$ cat src/rtl/ihc_pkg.sv
// Constants shared by the interrupt hold-off controller
`default_nettype none
package ihc_pkg;
   // Register offsets, byte addresses
   localparam logic [11:0] IHC_OFS_IRQ_STATUS = 12'h00C8;
   localparam logic [11:0] IHC_OFS_IRQ_LINE_CONFIG = 12'h00CC;
   // Field positions of irq_line_config
   localparam int IHC_POS_MASTER = 19;
   localparam int IHC_POS_OUT_EN = 18;
   localparam int IHC_POS_RESTART = 9;
   localparam int IHC_POS_ACTIVE = 8;
   localparam int IHC_POS_INTERVAL_LSB = 0;
   localparam int IHC_INTERVAL_W = 8;
   // Field positions of the status register
   localparam int IHC_POS_WAKE = 1;
   localparam int IHC_POS_DMA = 0;
   // Values after reset
   localparam logic [7:0] IHC_RST_INTERVAL = 8'h00;
   localparam logic IHC_RST_OUT_EN = 1'b0;
   // Timing: hold-off unit and clock period, both in ns
   localparam int IHC_UNIT_NS = 10000;
   localparam int IHC_CLK_NS = 100;
   localparam int IHC_TICK_CYCLES = (IHC_UNIT_NS + IHC_CLK_NS - 1) / IHC_CLK_NS;
   localparam int IHC_PRE_W = 7;
   localparam logic [IHC_PRE_W-1:0] IHC_PRE_LAST = IHC_PRE_W'(IHC_TICK_CYCLES - 1);
endpackage : ihc_pkg
`default_nettype wire

$ cat src/rtl/ihc_irq_holdoff_ctrl.sv
// Interrupt combiner with programmable hold-off on the request line
//
// Functional notes
// - Wake flag sets on MAC wake or energy-detect
// - Wake flag read-only; clears when wake sources clear
// - Status bit 0 mirrors DMA interrupt, read-only
// - Master bit high when any enabled interrupt active
// - Output enable clear keeps request line low
// - Eight-bit interval in 10 us units, reset zero
// - Line stays low for interval after clear
// - Interval starts when asserted sources clear
// - Restart bit reloads counter, starts fresh interval
// - Active bit high during interval; line blocked
// - Writing zero interval stops hold-off immediately
// - New non-zero interval applies to later interrupts
// - Wake interrupt bypasses the hold-off interval
// - Other sources count only when enabled
// - DMA source gated by its own enable
`default_nettype none
module ihc_irq_holdoff_ctrl
   import ihc_pkg::*;
#(
   parameter int NUM_SRC = 8 // Count of other maskable sources
) (
   input wire logic ref_clk,
   input wire logic srst,
   input wire logic [11:0] reg_addr, // Byte address of register access
   input wire logic reg_wr, // Write strobe, one cycle
   input wire logic [31:0] reg_wdata,
   output logic [31:0] reg_rdata, // Read data, registered
   input wire logic wake_event, // Pulse: wake frame or energy detect
   input wire logic [1:0] wakeup_source_bits, // From power_mgmt_control
   input wire logic wake_int_en,
   input wire logic dma_interrupt_flag, // Level from dma_control_status_reg
   input wire logic dma_int_en, // Enable held in dma_control_status_reg
   input wire logic [NUM_SRC-1:0] src_flags, // Other interrupt status bits
   input wire logic [NUM_SRC-1:0] src_enables, // Matching enable bits
   output logic irq_req // Request line towards host_bus_bridge
);

   initial begin
      if (NUM_SRC < 1 || NUM_SRC > 30) begin
         $error("NUM_SRC out of range");
      end
   end

   ////////////////////////////////////////////////////////////////////////////
   // State
   logic wake_ff; // Wake event status flag
   logic out_en_ff; // Request line output enable
   logic [IHC_INTERVAL_W-1:0] interval_ff; // Programmed hold-off length
   logic [IHC_INTERVAL_W-1:0] cnt_ff; // Remaining hold-off ticks
   logic [IHC_PRE_W-1:0] pre_ff; // 10 us prescaler
   logic irq_ff; // Request line register
   logic [31:0] rdata_ff; // Read data register

   ////////////////////////////////////////////////////////////////////////////
   // Decode and combine
   wire cfg_wr = reg_wr && (reg_addr == IHC_OFS_IRQ_LINE_CONFIG);
   wire [IHC_INTERVAL_W-1:0] wr_interval =
      reg_wdata[IHC_POS_INTERVAL_LSB +: IHC_INTERVAL_W];
   wire wr_restart = cfg_wr && reg_wdata[IHC_POS_RESTART];
   wire dma_active = dma_interrupt_flag && dma_int_en;
   wire src_active = |(src_flags & src_enables);
   wire wake_active = wake_ff && wake_int_en;
   wire slow_active = dma_active || src_active;
   wire master = slow_active || wake_active;
   wire holdoff_active = (cnt_ff != '0);
   wire tick = (pre_ff == IHC_PRE_LAST);
   // Hold-off begins when the line was up and every enabled source has gone away
   wire clear_seen = irq_ff && !master;
   wire load_cnt = wr_restart || clear_seen;
   // Length to load; a same-cycle interval write takes effect at once
   wire [IHC_INTERVAL_W-1:0] load_len = cfg_wr ? wr_interval : interval_ff;

   logic [IHC_INTERVAL_W-1:0] nxt_cnt;
   always_comb begin
      if (cfg_wr && wr_interval == '0) begin
         nxt_cnt = '0;
      end else if (load_cnt) begin
         nxt_cnt = load_len;
      end else if (holdoff_active && tick) begin
         nxt_cnt = cnt_ff - 1'b1;
      end else begin
         nxt_cnt = cnt_ff;
      end
   end

   // Wake bypasses hold-off; slower sources wait for it to end
   wire nxt_irq = out_en_ff &&
      (wake_active || (slow_active && !(nxt_cnt != '0)));
   // Set wins over clear so an event in the clearing cycle is kept
   wire nxt_wake = wake_event || (wake_ff && (wakeup_source_bits != 2'b00));
   // Prescaler restarts on every load so each interval is whole units
   wire [IHC_PRE_W-1:0] nxt_pre = (load_cnt || tick || !holdoff_active) ?
      '0 : pre_ff + 1'b1;

   logic [31:0] nxt_rdata;
   always_comb begin
      nxt_rdata = 32'h0000_0000;
      if (reg_addr == IHC_OFS_IRQ_LINE_CONFIG) begin
         nxt_rdata[IHC_POS_MASTER] = master;
         nxt_rdata[IHC_POS_OUT_EN] = out_en_ff;
         nxt_rdata[IHC_POS_ACTIVE] = holdoff_active;
         nxt_rdata[IHC_POS_INTERVAL_LSB +: IHC_INTERVAL_W] = interval_ff;
      end else if (reg_addr == IHC_OFS_IRQ_STATUS) begin
         nxt_rdata[IHC_POS_WAKE] = wake_ff;
         nxt_rdata[IHC_POS_DMA] = dma_interrupt_flag;
      end
   end

   ////////////////////////////////////////////////////////////////////////////
   // Registers
   // Configuration fields written by software
   always_ff @(posedge ref_clk) begin
      if (srst) begin
         out_en_ff <= IHC_RST_OUT_EN;
         interval_ff <= IHC_RST_INTERVAL;
      end else if (cfg_wr) begin
         out_en_ff <= reg_wdata[IHC_POS_OUT_EN];
         interval_ff <= wr_interval;
      end
   end

   // Counter, prescaler, flags and outputs
   always_ff @(posedge ref_clk) begin
      if (srst) begin
         cnt_ff <= '0;
         pre_ff <= '0;
         wake_ff <= 1'b0;
         irq_ff <= 1'b0;
         rdata_ff <= 32'h0000_0000;
      end else begin
         cnt_ff <= nxt_cnt;
         pre_ff <= nxt_pre;
         wake_ff <= nxt_wake;
         irq_ff <= nxt_irq;
         rdata_ff <= nxt_rdata;
      end
   end

   assign irq_req = irq_ff;
   assign reg_rdata = rdata_ff;
endmodule : ihc_irq_holdoff_ctrl
`default_nettype wire

$ cat config.mk
export PLATFORM = sky130hd
export DESIGN_NAME = ihc_irq_holdoff_ctrl
export DESIGN_NICKNAME = d
export VERILOG_FILES = /design/src/rtl/ihc_pkg.sv /design/src/rtl/ihc_irq_holdoff_ctrl.sv
export SDC_FILE = /design/constraint.sdc
export NUM_CORES = 1
export LEC_CHECK = 0
export BUFFER_PORTS_ARGS = -buffer_cell sky130_fd_sc_hd__clkbuf_2
export CAP_MARGIN = 10
export CORE_MARGIN = 2
export CORE_UTILIZATION = 40
export CTS_CLUSTER_DIAMETER = 60
export DETAILED_ROUTE_END_ITERATION = 10
export PLACE_DENSITY = 0.69
export SLEW_MARGIN = 5
export SYNTH_ARGS = -nofsm -noshare
export SYNTH_HDL_FRONTEND = slang
export SYNTH_SLANG_ARGS = --single-unit
$ cat constraint.sdc
create_clock -name ref_clk -period 5.35 [get_ports ref_clk]
set_clock_uncertainty 0.1 [all_clocks]
set_input_delay 1.07 -clock ref_clk [delete_from_list [all_inputs] [get_ports ref_clk]]
set_output_delay 1.07 -clock ref_clk [all_outputs]
set_load 0.01 [all_outputs]
======== Word level (Yosys, flattened, before mapping) ========
Index checks and enable logic that the tools add are counted.
storage, ports and cells
  input port bits ......................... 69
  register bits ........................... 58
  logic and storage cells ................. 49
cells by class
  add/sub/neg operators ................... 2
  reduce and logical (&&, ||, !) cells .... 27
  bitwise logic cells ..................... 2
  mux-type cells .......................... 6
  equal/unequal tests ..................... 3
operators by type and width
  cell                                                                     number
  8-bit two-way mux                                                        4
  12-bit by 8-bit equality test with 1-bit output (second input constant)  2
  8-bit nonzero test                                                       2
  1-bit logical AND                                                        10
  8-bit AND                                                                1
  8-bit zero test                                                          1
  8-bit OR reduction                                                       1
  8-bit by 1-bit subtractor with 8-bit output (second input constant)      1
  7-bit by 1-bit adder with 7-bit output (second input constant)           1
  7-bit equality test (second input constant)                              1
  1-bit logical OR                                                         7
  2-bit two-way mux                                                        2
  2-bit OR reduction                                                       2
  1-bit zero test                                                          3
  2-bit nonzero test                                                       1
  1-bit NOT                                                                1

======== Logic depth before layout (Yosys ltp) ========
Gate-level depths: netlist (run 1).
  word-level depth ........................ 14
  mapped depth ............................ 9
  gate-level depth less buffers ........... 9

======== Worst setup path before layout (run 1) ========
Ideal clock, no wire load.
  path kind ............................... input port to flip-flop
  from .................................... input reg_addr[9]
  to ...................................... register irq_ff (netlist: irq_req)
  path buffers ............................ 1
  library setup time ...................... 88 ps
  slack ................................... 2064 ps
  arrival ................................. 3098 ps
  stages .................................. 8
  cells stage by stage .................... or4_4 or2_1 or3_4 buf_6 a311o_1 o21ai_2 nand4_1 o32ai_2
on the way
  cells in the longest elaborated chain, start to end .. 11
  elaborated cells between the ends (all ways) .. 13
  those cells by class .................... eq/ne: 1; mux: 3; reduce/logical: 9
ends and longest elaborated chain
  what                                                 RTL line                     text
  start, declared                                      ihc_irq_holdoff_ctrl.sv:27   input wire logic [11:0] reg_addr,
  12-bit by 8-bit equality test with 1-bit output (*)  ihc_irq_holdoff_ctrl.sv:59   wire cfg_wr = reg_wr && (reg_addr == IHC_OFS_IRQ_LINE_CONFIG);
  1-bit logical AND (*)                                ihc_irq_holdoff_ctrl.sv:59
  1-bit logical AND                                    ihc_irq_holdoff_ctrl.sv:62   wire wr_restart = cfg_wr && reg_wdata[IHC_POS_RESTART];
  1-bit logical OR                                     ihc_irq_holdoff_ctrl.sv:72   wire load_cnt = wr_restart || clear_seen;
  8-bit two-way mux                                    ihc_irq_holdoff_ctrl.sv:80   end else if (load_cnt) begin
  8-bit two-way mux (*)                                ihc_irq_holdoff_ctrl.sv:78   if (cfg_wr && wr_interval == '0) begin
  8-bit nonzero test (*)                               ihc_irq_holdoff_ctrl.sv:91   (wake_active || (slow_active && !(nxt_cnt != '0)));
  1-bit zero test (*)                                  ihc_irq_holdoff_ctrl.sv:91
  1-bit logical AND (*)                                ihc_irq_holdoff_ctrl.sv:91
  1-bit logical OR (*)                                 ihc_irq_holdoff_ctrl.sv:91
  1-bit logical AND (*)                                ihc_irq_holdoff_ctrl.sv:90   wire nxt_irq = out_en_ff &&
  end signal, assigned                                 ihc_irq_holdoff_ctrl.sv:137  irq_ff <= nxt_irq;
  end, declared                                        ihc_irq_holdoff_ctrl.sv:54   logic irq_ff;
Every way passes the cells marked *; elsewhere a longest branch is shown, timed or not.
A chain may end at the register's enable or synchronous reset.

======== Final worst setup path (run 1) ========
Same ends and word-level chain as after synthesis.

==> results.tsv, run 1 <==
metric	value	unit
synth-simple-area-share	28.9	%
clock_latency	0.29	ns
syn2layout_area_growth	17.5	%
num-nets-final	354	
grtUsageTotal	16.9	%
synth_common_cells	dfxtp_1, nand2_1, nor2_1, buf_4, a21oi_1	
status	complete, no violations	
numCtsBuffers	5	
grt_pass1_wl	6.89	mm
globalplace.congestion	0.887	
cp-start-kind	primary input	
synth_top_family_by_area	simple AND/OR/NAND/NOR gates	
root_buffer	clkbuf_8	
report.final.hold_viol_count	0	
p_per_area	223	nW/um^2
worst_hold_path.num_cells	1	
drc_errors	0	
cp_data_required_time	5.45	ns
setup_violations	0	
path_class	primary input to register	
drive_gt1_share	26.9	%
core_area	4660	um^2
grt_start_max_net_pins	23	
clockBufferDepth	2	
fin_total_pwr	0.498	mW
tightest_slew	0.854	ns
yosysWarnings	0	
drv_cap	0	
reg2reg_setup_slack	2.69	ns
cp-end-kind	register	
port_buffers	58	
dr_total_vias	1692	
grt_setup_unrepaired	false	
cts.reportedPaths.clkPinSlew	0.07	ns
synth_area	1900	um^2
rows	25	
hold_end	pre_ff[0]	
die_y	72.9	um
postSynth.asyncResetShare	0	%
fin_crit_sh	58.7	%
drt_pre_antenna_iters	4	
yosysUniqueCellTypes	46	
avgSynthCellArea	8.47	um^2
postCtsSetupRepairBufs	0	
fp.dieArea	5310	um^2
tritoncts	done	
worstHoldPathType	register to register	
r2r_cells	9	
cp_max_fo	11	
hpwl	3.27	mm
finalMaxSlewViolations	0	
synthAdderAreaFrac	1.98	%
syn_inst	224	
htree_levels	2	
antenna_found_initial	0	
avgRoutedWirePerCell	12.4	um
min_period	3.14	ns
io_pins	102	
grt_pass1_vias	1562	
grt-ovfl-total	0	
finalWirelength	4.17	mm
synth_edf_count	0	
relSlewSlack	42.6	%
p_leak	0.972	nW
synth_most_common_cell	dfxtp_1	
antennaDiodeCount	0	
ys_ff_latch	37	
fin_tns_setup	0	ns
synth_compound_area_share	11.9	%
yosysTopAreaCell	dfxtp_1	
via_per_inst	5.02	
start_util	40.7	%
clock_sinks	37	
synthXorXnorAreaFrac	4.61	%
fmax	0.319	GHz
yosysTopAreaCellShare	39.0	%
yosys_most_used_dff	dfxtp_1	
cp.arrival	3.24	ns
rr_startpoint	cnt_ff[0]	
die_w	72.9	um
cts-resized-gates	0	
ant_nets	0	
ctsHoldBuffers	0	
muxShareOfSynthArea	2.18	%
yosysSeqAreaShare	39.0	%
r2r_end	irq_req	
hp-start	pre_ff[0]	
vdd_ir_drop_max	0.0987	mV
synth.area.top_cells	dfxtp_1, buf_4, nand2_1	
drt_iter0_drc	109	
registers in the layout, indices dropped and copies added (netlist names):
name	cells
wake_ff	1
cnt_ff	8
out_en_ff	1
interval_ff	8
irq_req	1
pre_ff	7
reg_rdata	11
cell families after synthesis:
group / Yosys count
AO/OA/AOI/OAI: 31
XOR/XNOR: 10
adder cells (fa/ha/maj): 3
buffers and inverters: 34
flip-flops: 37
multiplexers: 4
other: 1
AND/OR/NAND/NOR: 104
metal layers:
layer / vias up / global-route usage, % / wire length (um)
li1: 857 / - / -
met3: 5 / 4.14 / 219
met4: 0 / 7.41 / 61
met5: - / 0 / 0
met2: 53 / 27.2 / 1970
met1: 777 / 21.5 / 1920
critical path, stage by stage:
cell      delay [ns]
clkbuf_2        0.08
or4_4           0.52
or2_1           0.27
or3_4           0.47
a311o_1         0.36
o21ai_2         0.08
nand4_1         0.13
o32ai_2         0.26
power by group:
part	switching (mW)	total [mW]	leakage [nW]	internal, mW
Sequential	0.000450	0.276	0.298	0.276
Combinational	0.0209	0.0367	0.629	0.0159
Clock	0.0944	0.185	0.0450	0.0902
Total	0.116	0.498	0.972	0.382
worst max path at each step:
stage	to	cells past startpoint	start
final	irq_req	8	reg_addr[9]
after CTS	irq_req	8	reg_addr[9]
after floorplan	irq_req	8	reg_addr[9]
after detailed placement	irq_req	8	reg_addr[9]
after global placement	irq_req	8	reg_addr[9]
after global routing	irq_req	9	reg_addr[9]
layout make-up:
| type | instances | area [um^2] |
|---|---|---|
| Inverter | 6 | 22.5 |
| Clock inverter | 2 | 10.0 |
| Tap cell | 54 | 67.6 |
| Fill cell | 464 | 2430 |
| Clock buffer | 6 | 72.6 |
| Timing Repair Buffer | 59 | 298 |
| Multi-Input combinational cell | 173 | 1020 |
| Sequential cell | 37 | 741 |
through the flow:
stage / instance area (um^2) / setup WS, ns / instances / hold slack (ns) / utilization [%]
detailed placement: 2150 / 1.94 / 329 / 0.343 / 46.1
CTS: 2230 / 2.24 / 337 / 0.354 / 47.8
floorplan: 1970 / 2.06 / 244 / 0.313 / -
finish: 2230 / 2.21 / 337 / 0.348 / 47.8
global placement: 2150 / 1.94 / 329 / 0.324 / 46.1
global route: 2230 / 2.14 / 337 / 0.384 / 47.8
cell usage in the layout (no fill, tap or decap), types with 3 or more instances in the layout:
cell        n
inv_1       6
nand3_1     6
clkbuf_2   58
dfxtp_1    37
ha_1        3
and3_1     10
nor2b_1     3
nand4_1     3
nand4bb_1   3
conb_1     21
nand2_1    27
a22oi_1     3
nor3_1      6
o211ai_1    3
a21oi_1    12
mux2i_1     3
or3_1       5
clkbuf_8    5
nor4_1      3
nor2_1     24
xnor2_1     8
Power figures use the tool's default switching activity.
==> inputs of run 2 (changes only) <==
--- a/config.mk
+++ b/config.mk
@@ -5,13 +5,14 @@
 export SDC_FILE = /design/constraint.sdc
 export NUM_CORES = 1
 export LEC_CHECK = 0
+export ABC_AREA = 1
 export BUFFER_PORTS_ARGS = -buffer_cell sky130_fd_sc_hd__clkbuf_2
 export CAP_MARGIN = 10
 export CORE_MARGIN = 2
 export CORE_UTILIZATION = 40
 export CTS_CLUSTER_DIAMETER = 60
 export DETAILED_ROUTE_END_ITERATION = 10
-export PLACE_DENSITY = 0.69
+export PLACE_DENSITY = 0.7
 export SLEW_MARGIN = 5
 export SYNTH_ARGS = -nofsm -noshare
 export SYNTH_HDL_FRONTEND = slang
==> constraint.sdc (replaced) <==
create_clock -name ref_clk -period 2.65 [get_ports ref_clk]
set_clock_uncertainty 0.1 [all_clocks]
set_input_delay 0.53 -clock ref_clk [delete_from_list [all_inputs] [get_ports ref_clk]]
set_output_delay 0.53 -clock ref_clk [all_outputs]
set_load 0.01 [all_outputs]
==> run 2 against run 1 <==
Core utilization rose by 0.51 points; synthesized cell count rose by 38%; sequential cell count did not move; power rose by 110%; count of clock-buffer cells in the layout rose by 1; sequential share of layout area fell by 3.0 points; via count rose by 14%; clock power rose by 130%; sequential power rose by 100%; first-iteration DRC count fell by 32%.
==> results.tsv, run 2 <==
metric	value	unit	change
fin_total_pwr	1.06	mW	was 0.498 mW
antenna_found_initial	0		unchanged
grt_pass1_vias	1890		was 1562
ctsHoldBuffers	0		unchanged
postCtsSetupRepairBufs	0		unchanged
num-nets-final	442		was 354
drt_pre_antenna_iters	4		unchanged
core_area	5070	um^2	was 4660 um^2
synth_area	2080	um^2	was 1900 um^2
avgRoutedWirePerCell	9.59	um	was 12.4 um
io_pins	102		unchanged
cp_data_required_time	2.78	ns	was 5.45 ns
cp_max_fo	9		was 11
root_buffer	clkbuf_8		unchanged
pwr-share-seq	52.4	%	was 55.5%
yosysWarnings	0		unchanged
report.final.hold_viol_count	0		unchanged
p_sw_share	22.6	%	was 23.3%
numCtsBuffers	5		unchanged
p_leak	1.31	nW	was 0.972 nW
worstHoldPathType	register to register		unchanged
fin_tns_setup	0	ns	unchanged
avgSynthCellArea	6.71	um^2	was 8.47 um^2
pwr-share-comb	7.4	%	about the same
ys_ff_latch	37		unchanged
post-route-util	48.3	%	was 47.8%
postSynth.asyncResetShare	0	%	unchanged
min_period	2.07	ns	
drc_errors	0		unchanged
cts-resized-gates	0		unchanged
cp-start-kind	register		was primary input
clock_latency	0.29	ns	about the same
final_common_cell	nand2_1		was clkbuf_2
clockBufferDepth	2		unchanged
layout_setup_ws	0.578	ns	was 2.21 ns
htree_levels	2		unchanged
fp.dieArea	5790	um^2	was 5310 um^2
die_w	76.1	um	was 72.9 um
final_cell_mix	nand2_1, clkbuf_2, nor2_1		was clkbuf_2, dfxtp_1, nand2_1
start_util	41.0	%	was 40.7%
final_area	2450	um^2	was 2230 um^2
status	complete, no violations		unchanged
hpwl	3.43	mm	was 3.27 mm
rows	26		was 25
synth_common_cells	nand2_1, nor2_1, dfxtp_1, inv_1, nand3_1		was dfxtp_1, nand2_1, nor2_1, buf_4, a21oi_1
path_class	register to register		was primary input to register
grt_start_max_net_pins	20		was 23
synth.area.top_cells	dfxtp_1, nand2_1, nor2_1		was dfxtp_1, buf_4, nand2_1
grt_setup_unrepaired	false		unchanged
cp.arrival	2.20	ns	was 3.24 ns
instances_no_fill	441		was 337
clock_sinks	37		unchanged
die_y	76.1	um	was 72.9 um
dp_cells	433		was 329
syn_inst	310		was 224
yosysTopAreaCell	dfxtp_1		unchanged
setup_violations	0		unchanged
dp_slack	0.365	ns	was 1.94 ns
fmax	0.483	GHz	
finalMaxSlewViolations	0		unchanged
whs	0.336	ns	was 0.348 ns
finalWirelength	4.23	mm	was 4.17 mm
vdd_ir_drop_max	0.297	mV	was 0.0987 mV
dpl_cell_area	2350	um^2	was 2150 um^2
tritoncts	done		unchanged
dr_total_vias	1931		was 1692
syn2layout_area_growth	18.0	%	was 17.5%
globalplace.congestion	0.826		was 0.887
synth_most_common_cell	nand2_1		was dfxtp_1
grtUsageTotal	16.3	%	was 16.9%
cp-end-kind	register		unchanged
p_per_area	434	nW/um^2	was 223 nW/um^2
yosysTopAreaCellShare	35.6	%	was 39.0%
largest_reg_flops	11		unchanged
drt_iter0_drc	74		was 109
antennaDiodeCount	0		unchanged
pwr-share-clk	40.2	%	was 37.1%
port_buffers	58		unchanged
yosys_most_used_dff	dfxtp_1		unchanged
ant_nets	0		unchanged
via_per_inst	4.38		was 5.02
drv_cap	0		unchanged
cts.reportedPaths.clkPinSlew	0.07	ns	about the same
yosysUniqueCellTypes	31		was 46
fin_crit_sh	78.2	%	
grt_pass1_wl	7.87	mm	was 6.89 mm
yosysSeqAreaShare	35.6	%	was 39.0%
internal-power	0.824	mW	was 0.382 mW
grt-ovfl-total	0		unchanged
power.switching	0.240	mW	was 0.116 mW
drive_gt1_share	21.3	%	was 26.9%
synth_edf_count	0		unchanged
run 2: cell types whose count changed after synthesis, moves of 4 or more:
cell     previous run  this run
nand3_1             6        24
inv_1               6        35
o21ai_0             1         6
a21oi_1            12         4
nand2_1            27        86
nor2_1             24        54
xnor2_1             8         2
or3_1               5         1
and3_1             10         0
run 2: power groups by stage:
stage | Combinational (mW) | Clock [mW] | Sequential, mW
floorplan | 0.0595 | 0 | 0.570
global placement | 0.0768 | 0 | 0.570
detailed placement | 0.0777 | 0 | 0.570
CTS | 0.0779 | 0.444 | 0.557
global route | 0.0890 | 0.474 | 0.557
finish | 0.0783 | 0.428 | 0.558
run 2: kinds of logic after synthesis:
logic type               synth area share, %
buffers and inverters                   15.0
AND/OR/NAND/NOR                         41.0
other                                  0.180
adder cells (fa/ha/maj)                 1.81
AO/OA/AOI/OAI                           3.91
flip-flops                              35.6
XOR/XNOR                                2.53
run 2: layout make-up:
cell class                      count  area, um^2
Clock inverter                      1        5.00
Clock buffer                        7        96.3
Sequential cell                    37         741
Inverter                           35         131
Multi-Input combinational cell    233        1100
Timing Repair Buffer               58         290
Fill cell                         541        2620
Tap cell                           70        87.6
run 2: path summary, 6_finish.rpt:
kind / cells after the start / slack, ns / endpoint / start
setup / recovery: 12 / 0.58 / irq_req / pre_ff[0]
hold / removal: 2 / 0.34 / reg_rdata[6] / interval_ff[6]
setup reg to reg: 12 / 0.58 / irq_req / pre_ff[0]
hold reg to reg: 2 / 0.34 / reg_rdata[6] / interval_ff[6]
run 2: critical path, stage by stage, from the launching register on:
cell      delay, ns
dfxtp_1        0.36
ha_1           0.22
nand2_1        0.06
nand3b_1       0.16
nor2_2         0.33
nand2_1        0.08
nand2_1        0.09
nand3_1        0.09
nand3_1        0.11
nand2_1        0.07
nor2_1         0.14
nand3_1        0.10
a21oi_2        0.11
run 2: routing by layer:
layer  GRT usage [%]  up-vias  part of all wire, %
li1                -     1039                    -
met1            19.0      838                   45
met2            29.3       46                   49
met3            3.55        8                  4.2
met4            5.82        0                  1.8
met5               0        -                    0
==> inputs of run 3 (changes only) <==
--- a/config.mk
+++ b/config.mk
@@ -5,14 +5,14 @@
 export SDC_FILE = /design/constraint.sdc
 export NUM_CORES = 1
 export LEC_CHECK = 0
-export ABC_AREA = 1
+export ABC_AREA = 0
 export BUFFER_PORTS_ARGS = -buffer_cell sky130_fd_sc_hd__clkbuf_2
 export CAP_MARGIN = 10
 export CORE_MARGIN = 2
 export CORE_UTILIZATION = 40
 export CTS_CLUSTER_DIAMETER = 60
 export DETAILED_ROUTE_END_ITERATION = 10
-export PLACE_DENSITY = 0.7
+export PLACE_DENSITY = 0.72
 export SLEW_MARGIN = 5
 export SYNTH_ARGS = -nofsm -noshare
 export SYNTH_HDL_FRONTEND = slang
==> constraint.sdc (replaced) <==
create_clock -name ref_clk -period 1.79 [get_ports ref_clk]
set_clock_uncertainty 0.1 [all_clocks]
set_input_delay 0.358 -clock ref_clk [delete_from_list [all_inputs] [get_ports ref_clk]]
set_output_delay 0.358 -clock ref_clk [all_outputs]
set_load 0.01 [all_outputs]
==> run 3 against run 2 <==
Register-to-register slack worse by 0.99 ns; critical endpoint unchanged; sequential cell count unchanged; via count rose by 3.7%; hold slack worse by 0.15 ns; non-clock buffer count increased by 61; highest routed layer unchanged; count of clock-buffer cells in the layout decreased by 2; clock power up 100%; global-route usage rose by 5.5 points; largest power group is now clock; combinational power increased by 85%; the run now ends with setup timing left.
==> results.tsv, run 3 (synthesis gave the netlist of run 1 again) <==
metric	value	unit	change
cp.buffers_inverters	2		was 0
cp.arrival	2.31	ns	was 2.20 ns
grt_pass1_wl	8.87	mm	was 7.87 mm
worstHoldPathType	primary input to register		was register to register
dr_total_vias	2002		was 1931
tightest_slew	0.493	ns	
die_w	72.9	um	was 76.1 um
pwr-share-seq	45.0	%	was 52.4%
htree_levels	2		unchanged
finalMaxSlewViolations	0		unchanged
p_sw_share	21.0	%	was 22.6%
via_per_inst	5.04		was 4.38
ctsHoldBuffers	0		unchanged
largest_reg_flops	11		unchanged
final_cell_mix	buf_4, clkbuf_2, dfxtp_1		was nand2_1, clkbuf_2, nor2_1
grt_start_max_net_pins	14		was 20
power.switching	0.384	mW	was 0.240 mW
clock_latency	0.29	ns	about the same
fin_crit_sh	123	%	was 78.2%
layout_setup_ws	-0.411	ns	was 0.578 ns
cts.reportedPaths.clkPinSlew	0.08	ns	was 0.07 ns
grt_setup_unrepaired	true		was false
grt-ovfl-total	0		unchanged
clockBufferDepth	2		unchanged
grt_pass1_vias	1929		was 1890
fp.dieArea	5310	um^2	was 5790 um^2
clock_sinks	37		unchanged
root_buffer	clkbuf_8		unchanged
cp_max_fo	5		was 9
hpwl	3.84	mm	was 3.43 mm
fmax	0.454	GHz	was 0.483 GHz
crit_chain	inv_4 -> ha_4 -> nor3b_4 -> a211oi_2 -> buf_4 -> nand4_1 -> xnor2_1 -> nor2_1 -> nor3_2 -> o32ai_2		was ha_1 -> nand2_1 -> nand3b_1 -> nor2_2 -> nand2_1 -> nand2_1 -> nand3_1 -> nand3_1 -> nand2_1 -> nor2_1 -> nand3_1 -> a21oi_2
relSlewSlack	66.9	%	
tritoncts	done		unchanged
vdd_ir_drop_max	0.283	mV	was 0.297 mV
violations	setup timing		
port_buffers	58		unchanged
crit_start	cnt_ff[0]		was pre_ff[0]
syn2layout_area_growth	59.1	%	was 18.0%
start_util	40.7	%	was 41.0%
status	complete, but fails checks		was complete, no violations
drive_gt1_share	52.2	%	was 21.3%
rows	25		was 26
hp-start	wake_event		was interval_ff[6]
globalplace.congestion	0.860		was 0.826
finalWirelength	5.77	mm	was 4.23 mm
final_area	3020	um^2	was 2450 um^2
cp_data_required_time	1.90	ns	was 2.78 ns
max_stage_delay	0.36	ns	about the same
antenna_found_initial	0		unchanged
die_y	72.9	um	was 76.1 um
drv_cap	0		unchanged
num-nets-final	414		was 442
report.final.hold_viol_count	0		unchanged
dpl_cell_area	2540	um^2	was 2350 um^2
setup_violations	25		was 0
pwr-share-clk	47.0	%	was 40.2%
numCtsBuffers	5		unchanged
pwr-share-comb	7.9	%	was 7.4%
cpMaxStageDelayCell	dfxtp_2		was dfxtp_1
fin_tns_setup	-3.52	ns	was 0 ns
rr_startpoint	cnt_ff[0]		was pre_ff[0]
internal-power	1.45	mW	was 0.824 mW
path_class	register to register		unchanged
grtUsageTotal	21.8	%	was 16.3%
drc_errors	0		unchanged
drt_pre_antenna_iters	4		unchanged
cp-end-kind	register		unchanged
avgRoutedWirePerCell	14.5	um	was 9.59 um
io_pins	102		unchanged
p_per_area	606	nW/um^2	was 434 nW/um^2
core_area	4660	um^2	was 5070 um^2
antennaDiodeCount	0		unchanged
p_leak	1.40	nW	was 1.31 nW
cp-start-kind	register		unchanged
drt_iter0_drc	127		was 74
critPathTopFamily	simple AND/OR/NAND/NOR gates		unchanged
ant_nets	0		unchanged
min_period	2.20	ns	was 2.07 ns
## run 3: changes by cell type in the layout (fill, tap and decap cells not counted), sizes merged, moves of 10 or more
cell	before	now
nand3	27	6
nor2	58	24
inv	35	6
and3	0	10
buf	0	61
nand2	88	27
## run 3: path summary, 6_finish.rpt
check             cells after the start  slack [ns]              to
setup / recovery                     10       -0.41         irq_req
setup reg to reg                     10       -0.41         irq_req
hold reg to reg                       2        0.38  interval_ff[1]
hold / removal                        3        0.18         wake_ff
## run 3: repair_timing
action / in CTS / in global routing
buffers inserted: 7 / 5
gates cloned: 0 / 1
setup endpoints to repair: 29 / 26
gates resized for setup: 35 / 20
pin swaps: 12 / 10
## run 3: layout make-up
cell class / count / area, um^2
fill: 356 / 1640
timing repair buffer: 119 / 759
clock inverter: 3 / 65.1
inverter: 6 / 25.0
multi-input combinational: 173 / 1290
tap: 54 / 67.6
sequential: 37 / 748
clock buffer: 5 / 68.8
## run 3: metal layers
metal | wire (um) | GRT usage [%] | up-vias
met4 | 147 | 10.1 | 0
met3 | 431 | 5.66 | 14
met2 | 2820 | 37.4 | 91
met5 | 0 | 0 | -
li1 | - | - | 976
met1 | 2360 | 25.3 | 921
## run 3: power by group through the flow
stage	clock network [mW]	registers [mW]	logic, mW
floorplan	0	0.844	0.0837
global placement	0	0.844	0.136
detailed placement	0	0.844	0.138
CTS	0.871	0.825	0.142
global route	0.905	0.825	0.160
finish	0.862	0.825	0.145
## run 3: worst register-to-register path: cells and delay by family, from the launching register on
kind	cells	cell delay [ns]
flip-flops	1	0.36
AO/OA/AOI/OAI	2	0.51
adder cells (fa/ha/maj)	1	0.15
buffers and inverters	2	0.24
XOR/XNOR	1	0.16
AND/OR/NAND/NOR	4	0.62
## run 3: per-stage QoR
stage / hold slack [ns] / utilization, % / cells / total power, mW / worst slack [ns]
after floorplan: 0.311 / - / 244 / 0.928 / -0.635
after global placement: 0.358 / 54.6 / 377 / 0.980 / -0.624
after detailed placement: 0.367 / 54.6 / 377 / 0.982 / -0.668
after CTS: 0.189 / 62.3 / 391 / 1.84 / -0.353
after global routing: 0.186 / 64.8 / 397 / 1.89 / -0.497
final: 0.183 / 64.8 / 397 / 1.83 / -0.411
